`config.mk`:
```
export PLATFORM = sky130hd
export DESIGN_NAME = rgtc_timing_config
export DESIGN_NICKNAME = d
export VERILOG_FILES = /design/src/rtl/rgtc_pkg.sv /design/src/rtl/rgtc_timing_config.sv
export SDC_FILE = /design/constraint.sdc
export NUM_CORES = 1
export LEC_CHECK = 0
export BUFFER_PORTS_ARGS = -buffer_cell sky130_fd_sc_hd__buf_2
export CAP_MARGIN = 20
export CORE_MARGIN = 2
export CORE_UTILIZATION = 35
export CTS_CLUSTER_DIAMETER = 150
export DETAILED_ROUTE_END_ITERATION = 7
export GPL_TIMING_DRIVEN = 0
export HOLD_SLACK_MARGIN = 0.05
export SYNTH_ARGS = -nofsm -noshare
export SYNTH_HDL_FRONTEND = slang
export SYNTH_SLANG_ARGS = --single-unit
```
`constraint.sdc`:
```
create_clock -name mclk -period 3.5 [get_ports mclk]
set_input_delay 0.35 -clock mclk [delete_from_list [all_inputs] [get_ports mclk]]
set_output_delay 0.35 -clock mclk [all_outputs]
set_load 0.02 [all_outputs]
```
`src/rtl/rgtc_pkg.sv`:
```
/*
  rgtc_pkg: register indices, field positions, reset values, timing source
  codes and carrier structs for the ramp generator timing configuration.
  Assumes an 8-bit register port with 4-bit word addresses.
*/
package rgtc_pkg;

  localparam int ADDR_W = 4;
  localparam int DATA_W = 8;

  // register indices on the plain register port
  localparam logic [ADDR_W-1:0] CURRENT_CTRL_ADDR = 4'h0;
  localparam logic [ADDR_W-1:0] RISE_SEL_ADDR     = 4'h1;
  localparam logic [ADDR_W-1:0] FALL_SEL_ADDR     = 4'h2;
  localparam logic [ADDR_W-1:0] EVENT_CTRL_ADDR   = 4'h3;
  localparam logic [ADDR_W-1:0] RISE_PIN_ADDR     = 4'h4;
  localparam logic [ADDR_W-1:0] FALL_PIN_ADDR     = 4'h5;
  localparam logic [ADDR_W-1:0] STATUS_ADDR       = 4'h6;

  // ramp_current_control fields
  localparam int LOW_RANGE_BIT   = 7;
  localparam int STEP_CODE_MSB   = 4;
  localparam int STEP_CODE_W     = 5;

  // source selector field
  localparam int SOURCE_CODE_W   = 4;

  // event control fields (own register)
  localparam int RISE_ACT_LOW_BIT = 0;
  localparam int FALL_ACT_LOW_BIT = 1;
  localparam int RISE_EDGE_BIT    = 4;
  localparam int FALL_EDGE_BIT    = 5;

  // pin route field width
  localparam int PIN_ROUTE_W     = 5;

  localparam logic [DATA_W-1:0] REG_RESET = 8'h00;

  // timing source codes
  localparam logic [SOURCE_CODE_W-1:0] SRC_COMP_FIRST  = 4'h0;
  localparam logic [SOURCE_CODE_W-1:0] SRC_COMP_LAST   = 4'h3;
  localparam logic [SOURCE_CODE_W-1:0] SRC_PIN         = 4'h4;
  localparam logic [SOURCE_CODE_W-1:0] SRC_PWM_FIRST   = 4'h5;
  localparam logic [SOURCE_CODE_W-1:0] SRC_PWM_LAST    = 4'h8;
  localparam logic [SOURCE_CODE_W-1:0] SRC_CCP_FIRST   = 4'h9;
  localparam logic [SOURCE_CODE_W-1:0] SRC_CCP_LAST    = 4'hA;

  // on-chip timing signals, all on mclk already
  typedef struct packed {
    logic [3:0] synced_comparator_out;  // comparators 1..4
    logic [3:0] pulse_width_out;        // pwm 3..6
    logic [1:0] capture_compare_out;    // ccp 1..2
  } rgtc_sources_t;

  // configuration handed to the ramp core
  typedef struct packed {
    logic                    low_range_enable;
    logic [STEP_CODE_W-1:0]  current_step_code;
  } rgtc_current_t;

  // conditioned timing events for the ramp core
  typedef struct packed {
    logic rise_level;
    logic rise_pulse;
    logic fall_level;
    logic fall_pulse;
  } rgtc_events_t;

endpackage

```
`src/rtl/rgtc_timing_config.sv`:
```
/*
  rgtc_timing_config: register bank holding the current step setting and
  the rise/fall timing source selectors, plus the source multiplexers,
  polarity and edge/level conditioning for the ramp core.
  Assumes on-chip sources are on mclk; pins are asynchronous and are
  synchronised here before any use.
*/
// Design decisions made here: the register offsets and the plain strobed port.
`timescale 1ns/100ps
// Functional notes
// - current control holds low range at bit 7, step code bits 4-0, 6-5 zero.
// - step code 0h-1Fh steps ramp current; low range selects the small scale.
// - four-bit rise selector picks the rising timing source, bits 3-0.
// - separate four-bit fall selector, same code table, independent of rise.
// - codes 0-3 comparators, 4 pin, 5-8 pwm 3-6, 9-A ccp, B-F reserved.
// - pin code takes the pin chosen by the rise or fall pin route.
// - selector bits 7-4 ignore writes and read zero.
// - all implemented bits reset to zero on any reset.
// - polarity bit per input makes the selected signal active low.
// - mode bit per input makes the pulse output edge-detected when set, level when clear.
module rgtc_timing_config #(
  parameter int PIN_COUNT = 32
) (
  input  wire logic                                 mclk,
  input  wire logic                                 sys_rst,
  input  wire logic [rgtc_pkg::ADDR_W-1:0]          reg_addr,
  input  wire logic [rgtc_pkg::DATA_W-1:0]          reg_wdata,
  input  wire logic                                 reg_write,
  input  wire logic                                 reg_read,
  output logic      [rgtc_pkg::DATA_W-1:0]          reg_rdata,
  input  wire rgtc_pkg::rgtc_sources_t              sources,
  input  wire logic [PIN_COUNT-1:0]                 dedicated_timing_pin,
  output rgtc_pkg::rgtc_current_t                   current_cfg,
  output rgtc_pkg::rgtc_events_t                    events
);
  import rgtc_pkg::*;

  logic                     low_range_enable_reg;
  logic [STEP_CODE_W-1:0]   current_step_code_reg;
  logic [SOURCE_CODE_W-1:0] rise_event_source_code_reg;
  logic [SOURCE_CODE_W-1:0] fall_event_source_code_reg;
  logic                     rise_active_low_reg;
  logic                     fall_active_low_reg;
  logic                     rise_edge_mode_reg;
  logic                     fall_edge_mode_reg;
  logic [PIN_ROUTE_W-1:0]   rise_pin_route_reg;
  logic [PIN_ROUTE_W-1:0]   fall_pin_route_reg;
  logic [PIN_COUNT-1:0]     pin_meta_reg;
  logic [PIN_COUNT-1:0]     pin_sync_reg;
  logic [1:0]               active_reg;
  logic [1:0]               event_pulse_reg;
  logic [1:0]               event_level_reg;
  logic [DATA_W-1:0]        rdata_next;
  logic [1:0]               raw_sel;
  logic [1:0]               active_next;

  // register writes
  always_ff @(posedge mclk or posedge sys_rst) begin
    if (sys_rst) begin
      low_range_enable_reg  <= 1'b0;
      current_step_code_reg <= '0;
    end else if (reg_write && reg_addr == CURRENT_CTRL_ADDR) begin
      low_range_enable_reg  <= reg_wdata[LOW_RANGE_BIT];
      current_step_code_reg <= reg_wdata[STEP_CODE_MSB:0];
    end
  end

  always_ff @(posedge mclk or posedge sys_rst) begin
    if (sys_rst) begin
      rise_event_source_code_reg <= '0;
    end else if (reg_write && reg_addr == RISE_SEL_ADDR) begin
      rise_event_source_code_reg <= reg_wdata[SOURCE_CODE_W-1:0];
    end
  end

  always_ff @(posedge mclk or posedge sys_rst) begin
    if (sys_rst) begin
      fall_event_source_code_reg <= '0;
    end else if (reg_write && reg_addr == FALL_SEL_ADDR) begin
      fall_event_source_code_reg <= reg_wdata[SOURCE_CODE_W-1:0];
    end
  end

  always_ff @(posedge mclk or posedge sys_rst) begin
    if (sys_rst) begin
      rise_active_low_reg <= 1'b0;
      fall_active_low_reg <= 1'b0;
      rise_edge_mode_reg  <= 1'b0;
      fall_edge_mode_reg  <= 1'b0;
    end else if (reg_write && reg_addr == EVENT_CTRL_ADDR) begin
      rise_active_low_reg <= reg_wdata[RISE_ACT_LOW_BIT];
      fall_active_low_reg <= reg_wdata[FALL_ACT_LOW_BIT];
      rise_edge_mode_reg  <= reg_wdata[RISE_EDGE_BIT];
      fall_edge_mode_reg  <= reg_wdata[FALL_EDGE_BIT];
    end
  end

  always_ff @(posedge mclk or posedge sys_rst) begin
    if (sys_rst) begin
      rise_pin_route_reg <= '0;
      fall_pin_route_reg <= '0;
    end else if (reg_write) begin
      if (reg_addr == RISE_PIN_ADDR) begin
        rise_pin_route_reg <= reg_wdata[PIN_ROUTE_W-1:0];
      end
      if (reg_addr == FALL_PIN_ADDR) begin
        fall_pin_route_reg <= reg_wdata[PIN_ROUTE_W-1:0];
      end
    end
  end

  // read mux; unmapped indices read zero
  always_comb begin
    rdata_next = '0;
    unique case (reg_addr)
      CURRENT_CTRL_ADDR: begin
        rdata_next[LOW_RANGE_BIT]     = low_range_enable_reg;
        rdata_next[STEP_CODE_MSB:0]   = current_step_code_reg;
      end
      RISE_SEL_ADDR: rdata_next[SOURCE_CODE_W-1:0] = rise_event_source_code_reg;
      FALL_SEL_ADDR: rdata_next[SOURCE_CODE_W-1:0] = fall_event_source_code_reg;
      EVENT_CTRL_ADDR: begin
        rdata_next[RISE_ACT_LOW_BIT] = rise_active_low_reg;
        rdata_next[FALL_ACT_LOW_BIT] = fall_active_low_reg;
        rdata_next[RISE_EDGE_BIT]    = rise_edge_mode_reg;
        rdata_next[FALL_EDGE_BIT]    = fall_edge_mode_reg;
      end
      RISE_PIN_ADDR: rdata_next[PIN_ROUTE_W-1:0] = rise_pin_route_reg;
      FALL_PIN_ADDR: rdata_next[PIN_ROUTE_W-1:0] = fall_pin_route_reg;
      STATUS_ADDR: rdata_next[1:0] = event_level_reg;
      default: rdata_next = '0;
    endcase
  end

  always_ff @(posedge mclk or posedge sys_rst) begin
    if (sys_rst) begin
      reg_rdata <= '0;
    end else if (reg_read) begin
      reg_rdata <= rdata_next;
    end else begin
      reg_rdata <= '0;
    end
  end

  // the core's analog current source decodes this code
  assign current_cfg.low_range_enable  = low_range_enable_reg;
  assign current_cfg.current_step_code = current_step_code_reg;

  // pins are asynchronous: two flops before the mux looks at them
  always_ff @(posedge mclk or posedge sys_rst) begin
    if (sys_rst) begin
      pin_meta_reg <= '0;
      pin_sync_reg <= '0;
    end else begin
      pin_meta_reg <= dedicated_timing_pin;
      pin_sync_reg <= pin_meta_reg;
    end
  end

  function automatic logic pick_source(input logic [SOURCE_CODE_W-1:0] code,
                                       input logic [PIN_ROUTE_W-1:0]   route,
                                       input rgtc_sources_t           src,
                                       input logic [PIN_COUNT-1:0]    pins);
    logic sel;
    sel = 1'b0;
    if (code <= SRC_COMP_LAST) begin
      sel = src.synced_comparator_out[code[1:0]];
    end else if (code == SRC_PIN) begin
      sel = (32'(route) < PIN_COUNT) ? pins[route] : 1'b0;
    end else if (code <= SRC_PWM_LAST) begin
      sel = src.pulse_width_out[2'(code - SRC_PWM_FIRST)];
    end else if (code <= SRC_CCP_LAST) begin
      sel = src.capture_compare_out[1'(code - SRC_CCP_FIRST)];
    end
    return sel;
  endfunction

  // polarity applied after selection; reserved codes stay inactive whatever
  // the polarity so that no spurious event appears
  always_comb begin
    raw_sel[0] = pick_source(rise_event_source_code_reg, rise_pin_route_reg,
                             sources, pin_sync_reg);
    raw_sel[1] = pick_source(fall_event_source_code_reg, fall_pin_route_reg,
                             sources, pin_sync_reg);
    active_next[0] = (rise_event_source_code_reg > SRC_CCP_LAST) ? 1'b0
                     : raw_sel[0] ^ rise_active_low_reg;
    active_next[1] = (fall_event_source_code_reg > SRC_CCP_LAST) ? 1'b0
                     : raw_sel[1] ^ fall_active_low_reg;
  end

  always_ff @(posedge mclk or posedge sys_rst) begin
    if (sys_rst) begin
      active_reg <= '0;
    end else begin
      active_reg <= active_next;
    end
  end

  // edge mode: one pulse on the active-going transition; level mode: follows
  always_ff @(posedge mclk or posedge sys_rst) begin
    if (sys_rst) begin
      event_pulse_reg <= '0;
      event_level_reg <= '0;
    end else begin
      event_level_reg <= active_next;
      event_pulse_reg[0] <= rise_edge_mode_reg ? (active_next[0] & ~active_reg[0])
                                               : active_next[0];
      event_pulse_reg[1] <= fall_edge_mode_reg ? (active_next[1] & ~active_reg[1])
                                               : active_next[1];
    end
  end

  assign events.rise_level = event_level_reg[0];
  assign events.rise_pulse = event_pulse_reg[0];
  assign events.fall_level = event_level_reg[1];
  assign events.fall_pulse = event_pulse_reg[1];

endmodule
```
==> summary.txt, run 1 <==
Critical path
  • Crit Path Category: reg -> reg
  • CP Cell Sequence: inv_1 > ha_1 > mux2i_1 > mux4_2 > o22a_1 > a31oi_1 > o21ai_0 > a21oi_1
  • Reg2reg start: fall_event_source_code_reg[0]
  • Worst R2R End: event_pulse_reg[1]
  • Worst Setup Start Kind: register
  • Reg2Reg Setup Slack: about 1000 ps
  • Crit. Startpoint: fall_event_source_code_reg[0]
  • CP max FO: 7
  • Crit path to: event_pulse_reg[1]
  • R2R cell count: 8
  • Req. time, crit path: approximately 3800 ps
  • Critical path arrival: ~2800 ps
  • CP peak stage delay: 480 ps
  • Slowest cell on crit path: dfrtp_1
  • CP endpoint kind: register

Pwr
  • Internal power: about 2.3 mW
  • NetSw: 0.937 mW
  • Tot Pwr: between 3 and 4 mW
  • Sw Share: 0.294
  • Leakage: between 2 and 2.5 nW
  • Sequential share of power: 0.452
  • Pwr/cell area: ~620 nW/µm²
  • Power share of the clock group: 0.315
  • Combinational Power Share: 0.233
  • Peak VDD IR: 338 µV

Routing
  • Average routed wire per standard cell: 15.4 µm
  • Top Layer Used: met4
  • M1 wire length: a little under 4 mm
  • Vias per inst: a little over 5
  • DRT Pass-1 Iters: 4
  • Met3 wire len: roughly 450 µm
  • Met2 routed WL: 4.03 mm
  • Total number of vias: between 2000 and 3000
  • Residual DRC: 0
  • Detailed Route WL: around 8.5 mm
  • Post-route ant nets: 0
  • Iter 0 DRT Violations: between 100 and 150

Timing
  • Fmax: around 0.4 GHz
  • Setup Skew: 10.8 ps
  • Slack of the critical path: between 1000 and 1500 ps
  • Part of the cycle the worst path needs: 0.703
  • Final hold viol count: 0
  • Slew HR: 0.347
  • Tmin final: approximately 2500 ps
  • Setup violators final: 0
  • Worst-Margin Slew: just under 1000 ps
  • RSZ-0062 raised after global routing: no
  • Slew Viols, Final: 0

CTS
  • Gates resized, CTS repair: 0
  • Root buffer cell: clkbuf_16
  • Setup Fix Bufs, Post-CTS: 0
  • CTS Buffer Depth: 2
  • Clk slew on worst S/H paths: 80 ps
  • Num CTS Buffers: 9
  • CTS Hold Bufs: 0
  • H-tree levels: 3
  • # clock sinks: about 100
  • CTS tree: built
  • Clk Latency, worst-skew pair: approximately 360 ps

Run
  • Max-cap viol count: 0

Synth
  • Primary FF master, synth: dfrtp_1
  • Mapped Cells: approximately 320
  • Number of synthesized flops with an enable pin: 0
  • Async S/R FF share, synth: 1.00
  • Cell taking the most area after synthesis: dfrtp_1
  • Yosys reg bits: just over 100
  • Synth warn: 0
  • Synthesized cell area: 4270 µm²
  • Sequential-to-total area share from yosys stat: 0.604
  • Mean Syn Cell Area: approximately 13 µm²
  • Synth unique cells: 42
  • Top cells by area, synth: dfrtp_1, mux2_2, mux4_2
  • Area share of the largest cell type after synthesis: 0.604
  • Synthesized Nets: about 380

Floorplanning
  • I/O pins: 76
  • Die ar.: 13100 µm²
  • Core outline area: approximately 12000 µm²
  • Die X-Extent: approximately 110 µm
  • Cell row count: 40
  • Chip height: ~110 µm
  • Starting density of the core: 0.357

Placed design
  • DP HPWL: between 6 and 7 mm
  • RD Place Congestion: around 0.84
  • Placed cell areas: roughly 4800 µm²
  • DP Cell Count: about 540
  • DP Worst Slack: around 1000 ps
  • PortBufs: 72

Global route
  • First-pass GRT wire length: approximately 14 mm
  • Vias in the first global route: between 2000 and 3000
  • Initial antenna violation count: 0
  • Grt total ovfl: 0
  • Gr usage total: 0.144
  • Largest net degree at the start of global routing: 56

Min path
  • Worst hold path type: in -> async

Finish
  • Most frequent cells in the layout: dfrtp_1, buf_2, mux2_2
  • Register area: 2580 µm²
  • Post-route insts no fill: between 500 and 600
  • Most common cell after layout, fill and taps aside: dfrtp_1
  • Fillcell total: between 1000 and 1500
  • Ant. Diodes: 0
  • Final instance area: about 5100 µm²
  • Proportion of layout cells with a drive suffix above 1: 0.346
  • Fin util: 0.430
  • Area Overhead vs Synth: 20.6%
  • Final nets: approximately 460
  • Multi-input logic area: around 1600 µm²

Status
  • Outcome: complete, no violations
## worst max-delay path, delay by kind of cell (launching register included)
kind	cells	cell delay [ps]
AO/OA/AOI/OAI	4	860
multiplexers	2	610
flip-flops	1	480
adder cells (fa/ha/maj)	1	340
buffers and inverters	1	90
## layer usage
metal	up-vias	track usage
li1	1309	-
met1	1370	0.191
met2	91	0.219
met3	15	0.0429
met4	0	0.0691
met5	-	0
## cell families (layout without fill, tap and decap cells)
family | after synthesis | after routing | share of synthesized area
compound gates | 47 | 47 | 0.0765
fa+ha+maj | 2 | 2 | 0.00586
buf+inv | 24 | 113 | 0.0287
flops | 103 | 103 | 0.604
mux | 66 | 66 | 0.196
other cells | 1 | 1 | 0.000879
simple gates | 75 | 75 | 0.0882
## power by group through the flow
stage	Sequential [mW]	Clock [mW]	Combinational [mW]
final	1.44	1.00	0.742
after global routing	1.46	1.09	0.822
after CTS	1.44	1.04	0.749
after detailed placement	1.46	0	0.745
after global placement	1.46	0	0.731
after floorplan	1.47	0	0.502
## worst min path at each step
stage,start,to,depth (start not counted)
after CTS,dedicated_timing_pin[18],pin_meta_reg[18],1
after global routing,dedicated_timing_pin[28],pin_meta_reg[28],1
after detailed placement,pin_meta_reg[18],pin_sync_reg[18],0
after floorplan,pin_meta_reg[0],pin_sync_reg[0],0
after global placement,pin_meta_reg[1],pin_sync_reg[1],0
final,sys_rst,pin_meta_reg[13],2
## synthesized netlist by cell type, types with 5 or more instances
master    count
a21oi_1      11
clkbuf_1      5
dfrtp_1     103
inv_1        12
mux2_1        5
mux2_2       31
mux2i_1      19
mux4_2       10
nand2_1      29
nand2b_1      8
nor2_1        9
nor2b_1       9
o21ai_0       9
## metrics by stage
stage	hold slack, ps	setup TNS, ps
floorplan	331	0
global placement	337	-49830
detailed placement	335	0
CTS	87.8	0
global route	79.8	0
finish	86.1	0
## final cells by class
cell class                      count  share of cell area
Buffer                             12              0.0151
Clock buffer                        9              0.0438
Clock inverter                      7              0.0153
Inverter                           12             0.00924
Multi-Input combinational cell    191               0.305
Sequential cell                   103               0.501
Tap cell                          147              0.0357
Timing Repair Buffer               73              0.0754
Note: power is estimated with default switching activity, not from simulation.
==> run 2, diff against run 1 <==
--- a/config.mk
+++ b/config.mk
@@ -5,6 +5,7 @@
 export SDC_FILE = /design/constraint.sdc
 export NUM_CORES = 1
 export LEC_CHECK = 0
+export ABC_AREA = 1
 export BUFFER_PORTS_ARGS = -buffer_cell sky130_fd_sc_hd__buf_2
 export CAP_MARGIN = 20
 export CORE_MARGIN = 2
==> constraint.sdc (replaced) <==
create_clock -name mclk -period 2.4 [get_ports mclk]
set_input_delay 0.24 -clock mclk [delete_from_list [all_inputs] [get_ports mclk]]
set_output_delay 0.24 -clock mclk [all_outputs]
set_load 0.02 [all_outputs]
==> run 2 against run 1 <==
  * Routed wire length up 19%
  * Cell area up 7.6%
  * Cell count up 36%
  * Fmax up 29%
  * Register-to-register slack worse by 540 ps
  * Area after synthesis up 1.2%
  * Sequential power up 43%
  * Total power up 46%
==> summary.txt, run 2 <==
CTS
  • CTS tree: built
  • CTS Buffer Depth: 2
  • Num CTS Buffers: 9
  • H-tree levels: 3
  • # clock sinks: slightly above 100
  • CTS Hold Bufs: 33
  • Root buffer cell: clkbuf_16
  • Setup Fix Bufs, Post-CTS: 0
  • Clk Latency, worst-skew pair: ~350 ps
  • Gates resized, CTS repair: 0
  • Clk slew on worst S/H paths: around 70 ps

Global route
  • First-pass GRT wire length: ~17 mm
  • Vias in the first global route: 3451
  • Initial antenna violation count: 0
  • Gr usage total: 0.165
  • Grt total ovfl: 0
  • Largest net degree at the start of global routing: between 40 and 50

Min path
  • Hold path start: reg_wdata[5]
  • Worst hold path type: in -> reg

Critical path
  • Reg2reg start: rise_event_source_code_reg[0]
  • Reg2Reg Setup Slack: 500 ps
  • Critical path arrival: about 2200 ps
  • Slowest cell on crit path: dfrtp_1
  • Crit Path Category: reg -> reg
  • Crit path max-delay family: simple AND/OR/NAND/NOR gates
  • R2R cell count: 13
  • Worst Setup Start Kind: register
  • CP endpoint kind: register
  • Req. time, crit path: ~2700 ps
  • Crit. Startpoint: rise_event_source_code_reg[0]
  • Crit path to: event_pulse_reg[0]
  • CP Cell Sequence: buf_2 > inv_1 > ha_1 > inv_1 > o21ai_0 > o21ai_0 > a31oi_1 > nor2_1 > nand2_1 > nand2_1 > nand2_1 > nand3_2 > nor2_2
  • CP max FO: 9
  • Buffers & Inverters on Critical Path: 3
  • Critical Path Stages: 13
  • Worst R2R End: event_pulse_reg[0]
  • CP peak stage delay: 360 ps
  • Critical path's most frequent cell: nand2_1

Finish
  • Fillcell total: around 1200
  • Most frequent cells in the layout: nand2_1, dfrtp_1, buf_2
  • Most common cell after layout, fill and taps aside: nand2_1
  • Final instance area: between 5000 and 6000 µm²
  • Ant. Diodes: 0
  • Proportion of layout cells with a drive suffix above 1: 0.195
  • Area Overhead vs Synth: 28.2%
  • Final nets: between 600 and 700

Routing
  • Iter 0 DRT Violations: roughly 260
  • Residual DRC: 0
  • DRT Pass-1 Iters: 5
  • Post-route ant nets: 0
  • Average routed wire per standard cell: 13.5 µm
  • Total number of vias: ~3600
  • Detailed Route WL: 10.1 mm
  • Vias per inst: ~4.8

Pwr
  • Combinational Power Share: 0.244
  • Internal power: between 3 and 4 mW
  • Tot Pwr: around 4.7 mW
  • Pwr/cell area: between 800 and 900 nW/µm²
  • Leakage: ~2.8 nW
  • Peak VDD IR: between 400 and 500 µV
  • Sw Share: 0.314
  • Sequential share of power: 0.442
  • Power share of the clock group: 0.314
  • NetSw: approximately 1.5 mW

Synth
  • Area share of the largest cell type after synthesis: 0.597
  • Synth warn: 0
  • Primary FF master, synth: dfrtp_1
  • Number of synthesized flops with an enable pin: 0
  • Synth unique cells: 28
  • Mapped Cells: between 400 and 500
  • Async S/R FF share, synth: 1.00
  • Sequential-to-total area share from yosys stat: 0.597
  • Most common cell in the netlist: nand2_1
  • Mean Syn Cell Area: approximately 9.0 µm²
  • Top cells by area, synth: dfrtp_1, nand2_1, nand3_1
  • Yosys reg bits: 103
  • Synthesized cell area: between 4000 and 5000 µm²
  • Post-synth top cells: nand2_1, dfrtp_1, inv_1, nand3_1, o21ai_0
  • Cell taking the most area after synthesis: dfrtp_1
  • Synthesized Nets: between 500 and 600

Placed design
  • PortBufs: 72
  • Placed cell areas: approximately 5000 µm²
  • RD Place Congestion: 0.937
  • DP HPWL: ~7.4 mm

Timing
  • Setup Skew: 12.5 ps
  • Slew Viols, Final: 0
  • Final hold viol count: 0
  • Setup TNS: 0 ps
  • RSZ-0062 raised after global routing: no
  • Setup violators final: 0
  • Fmax: around 0.53 GHz
  • Tmin final: around 1900 ps
  • Part of the cycle the worst path needs: 0.793

Floorplanning
  • Cell row count: 40
  • Die ar.: 13200 µm²
  • Starting density of the core: 0.359
  • I/O pins: 76
  • Die X-Extent: approximately 120 µm
  • Core outline area: approximately 12000 µm²
  • Chip height: 115 µm

Status
  • Outcome: complete, no violations

Run
  • Max-cap viol count: 0
## run 2: cell families (layout without fill, tap and decap cells)
group / count (synthesis) / after routing / share of synthesized area
compound gates: 63 / 63 / 0.0803
fa+ha+maj: 2 / 2 / 0.00579
buf+inv: 85 / 208 / 0.0878
flops: 103 / 103 / 0.597
mux: 2 / 2 / 0.00522
other cells: 1 / 1 / 0.000868
simple gates: 225 / 225 / 0.223
## run 2: through the flow
stage	setup WS [ps]	utilization	hold slack, ps	std cells
after global placement	357	0.405	336	700
after floorplan	764	-	271	481
after CTS	517	0.461	123	751
after global routing	234	0.461	133	751
final	496	0.461	126	751
after detailed placement	538	0.408	261	702
## run 2: per-layer routing
layer,GRT usage,share of wire
met3,0.0358,0.048
met5,0,0
met4,0.0434,0.013
met2,0.268,0.48
met1,0.225,0.45
## run 2: power groups by stage
stage / combinational (mW) / sequential [mW] / clock, mW
2_1_floorplan: 0.700 / 2.13 / 0
3_3_place_gp: 1.06 / 2.09 / 0
3_5_place_dp: 1.09 / 2.10 / 0
4_1_cts: 1.14 / 2.06 / 1.49
5_1_grt: 1.29 / 2.09 / 1.58
6_report: 1.14 / 2.06 / 1.46
## run 2: worst register-to-register path, cell delays in order, from the launching register on
cell     delay, ps
dfrtp_1        360
buf_2          160
inv_1          170
ha_1           200
inv_1           40
o21ai_0        170
o21ai_0        120
a31oi_1        150
nor2_1          60
nand2_1         80
nand2_1         60
nand2_1         70
nand3_2        100
nor2_2         100
## run 2: area by class of cell
type | instances | area [µm²] | area share
Sequential cell | 103 | 2580 | 0.466
Multi-Input combinational cell | 293 | 1360 | 0.246
Timing Repair Buffer | 107 | 731 | 0.132
Inverter | 71 | 275 | 0.0497
Clock buffer | 11 | 243 | 0.0438
Tap cell | 147 | 184 | 0.0332
Buffer | 14 | 108 | 0.0194
Clock inverter | 5 | 57.6 | 0.0104
## run 2: worst min path at each step
stage,endpoint,slack (ps),cells past startpoint
floorplan,pin_meta_reg[0],270,0
global placement,pin_sync_reg[11],340,0
detailed placement,pin_meta_reg[13],260,2
CTS,fall_edge_mode_reg,120,2
global route,fall_edge_mode_reg,130,2
finish,fall_edge_mode_reg,130,2
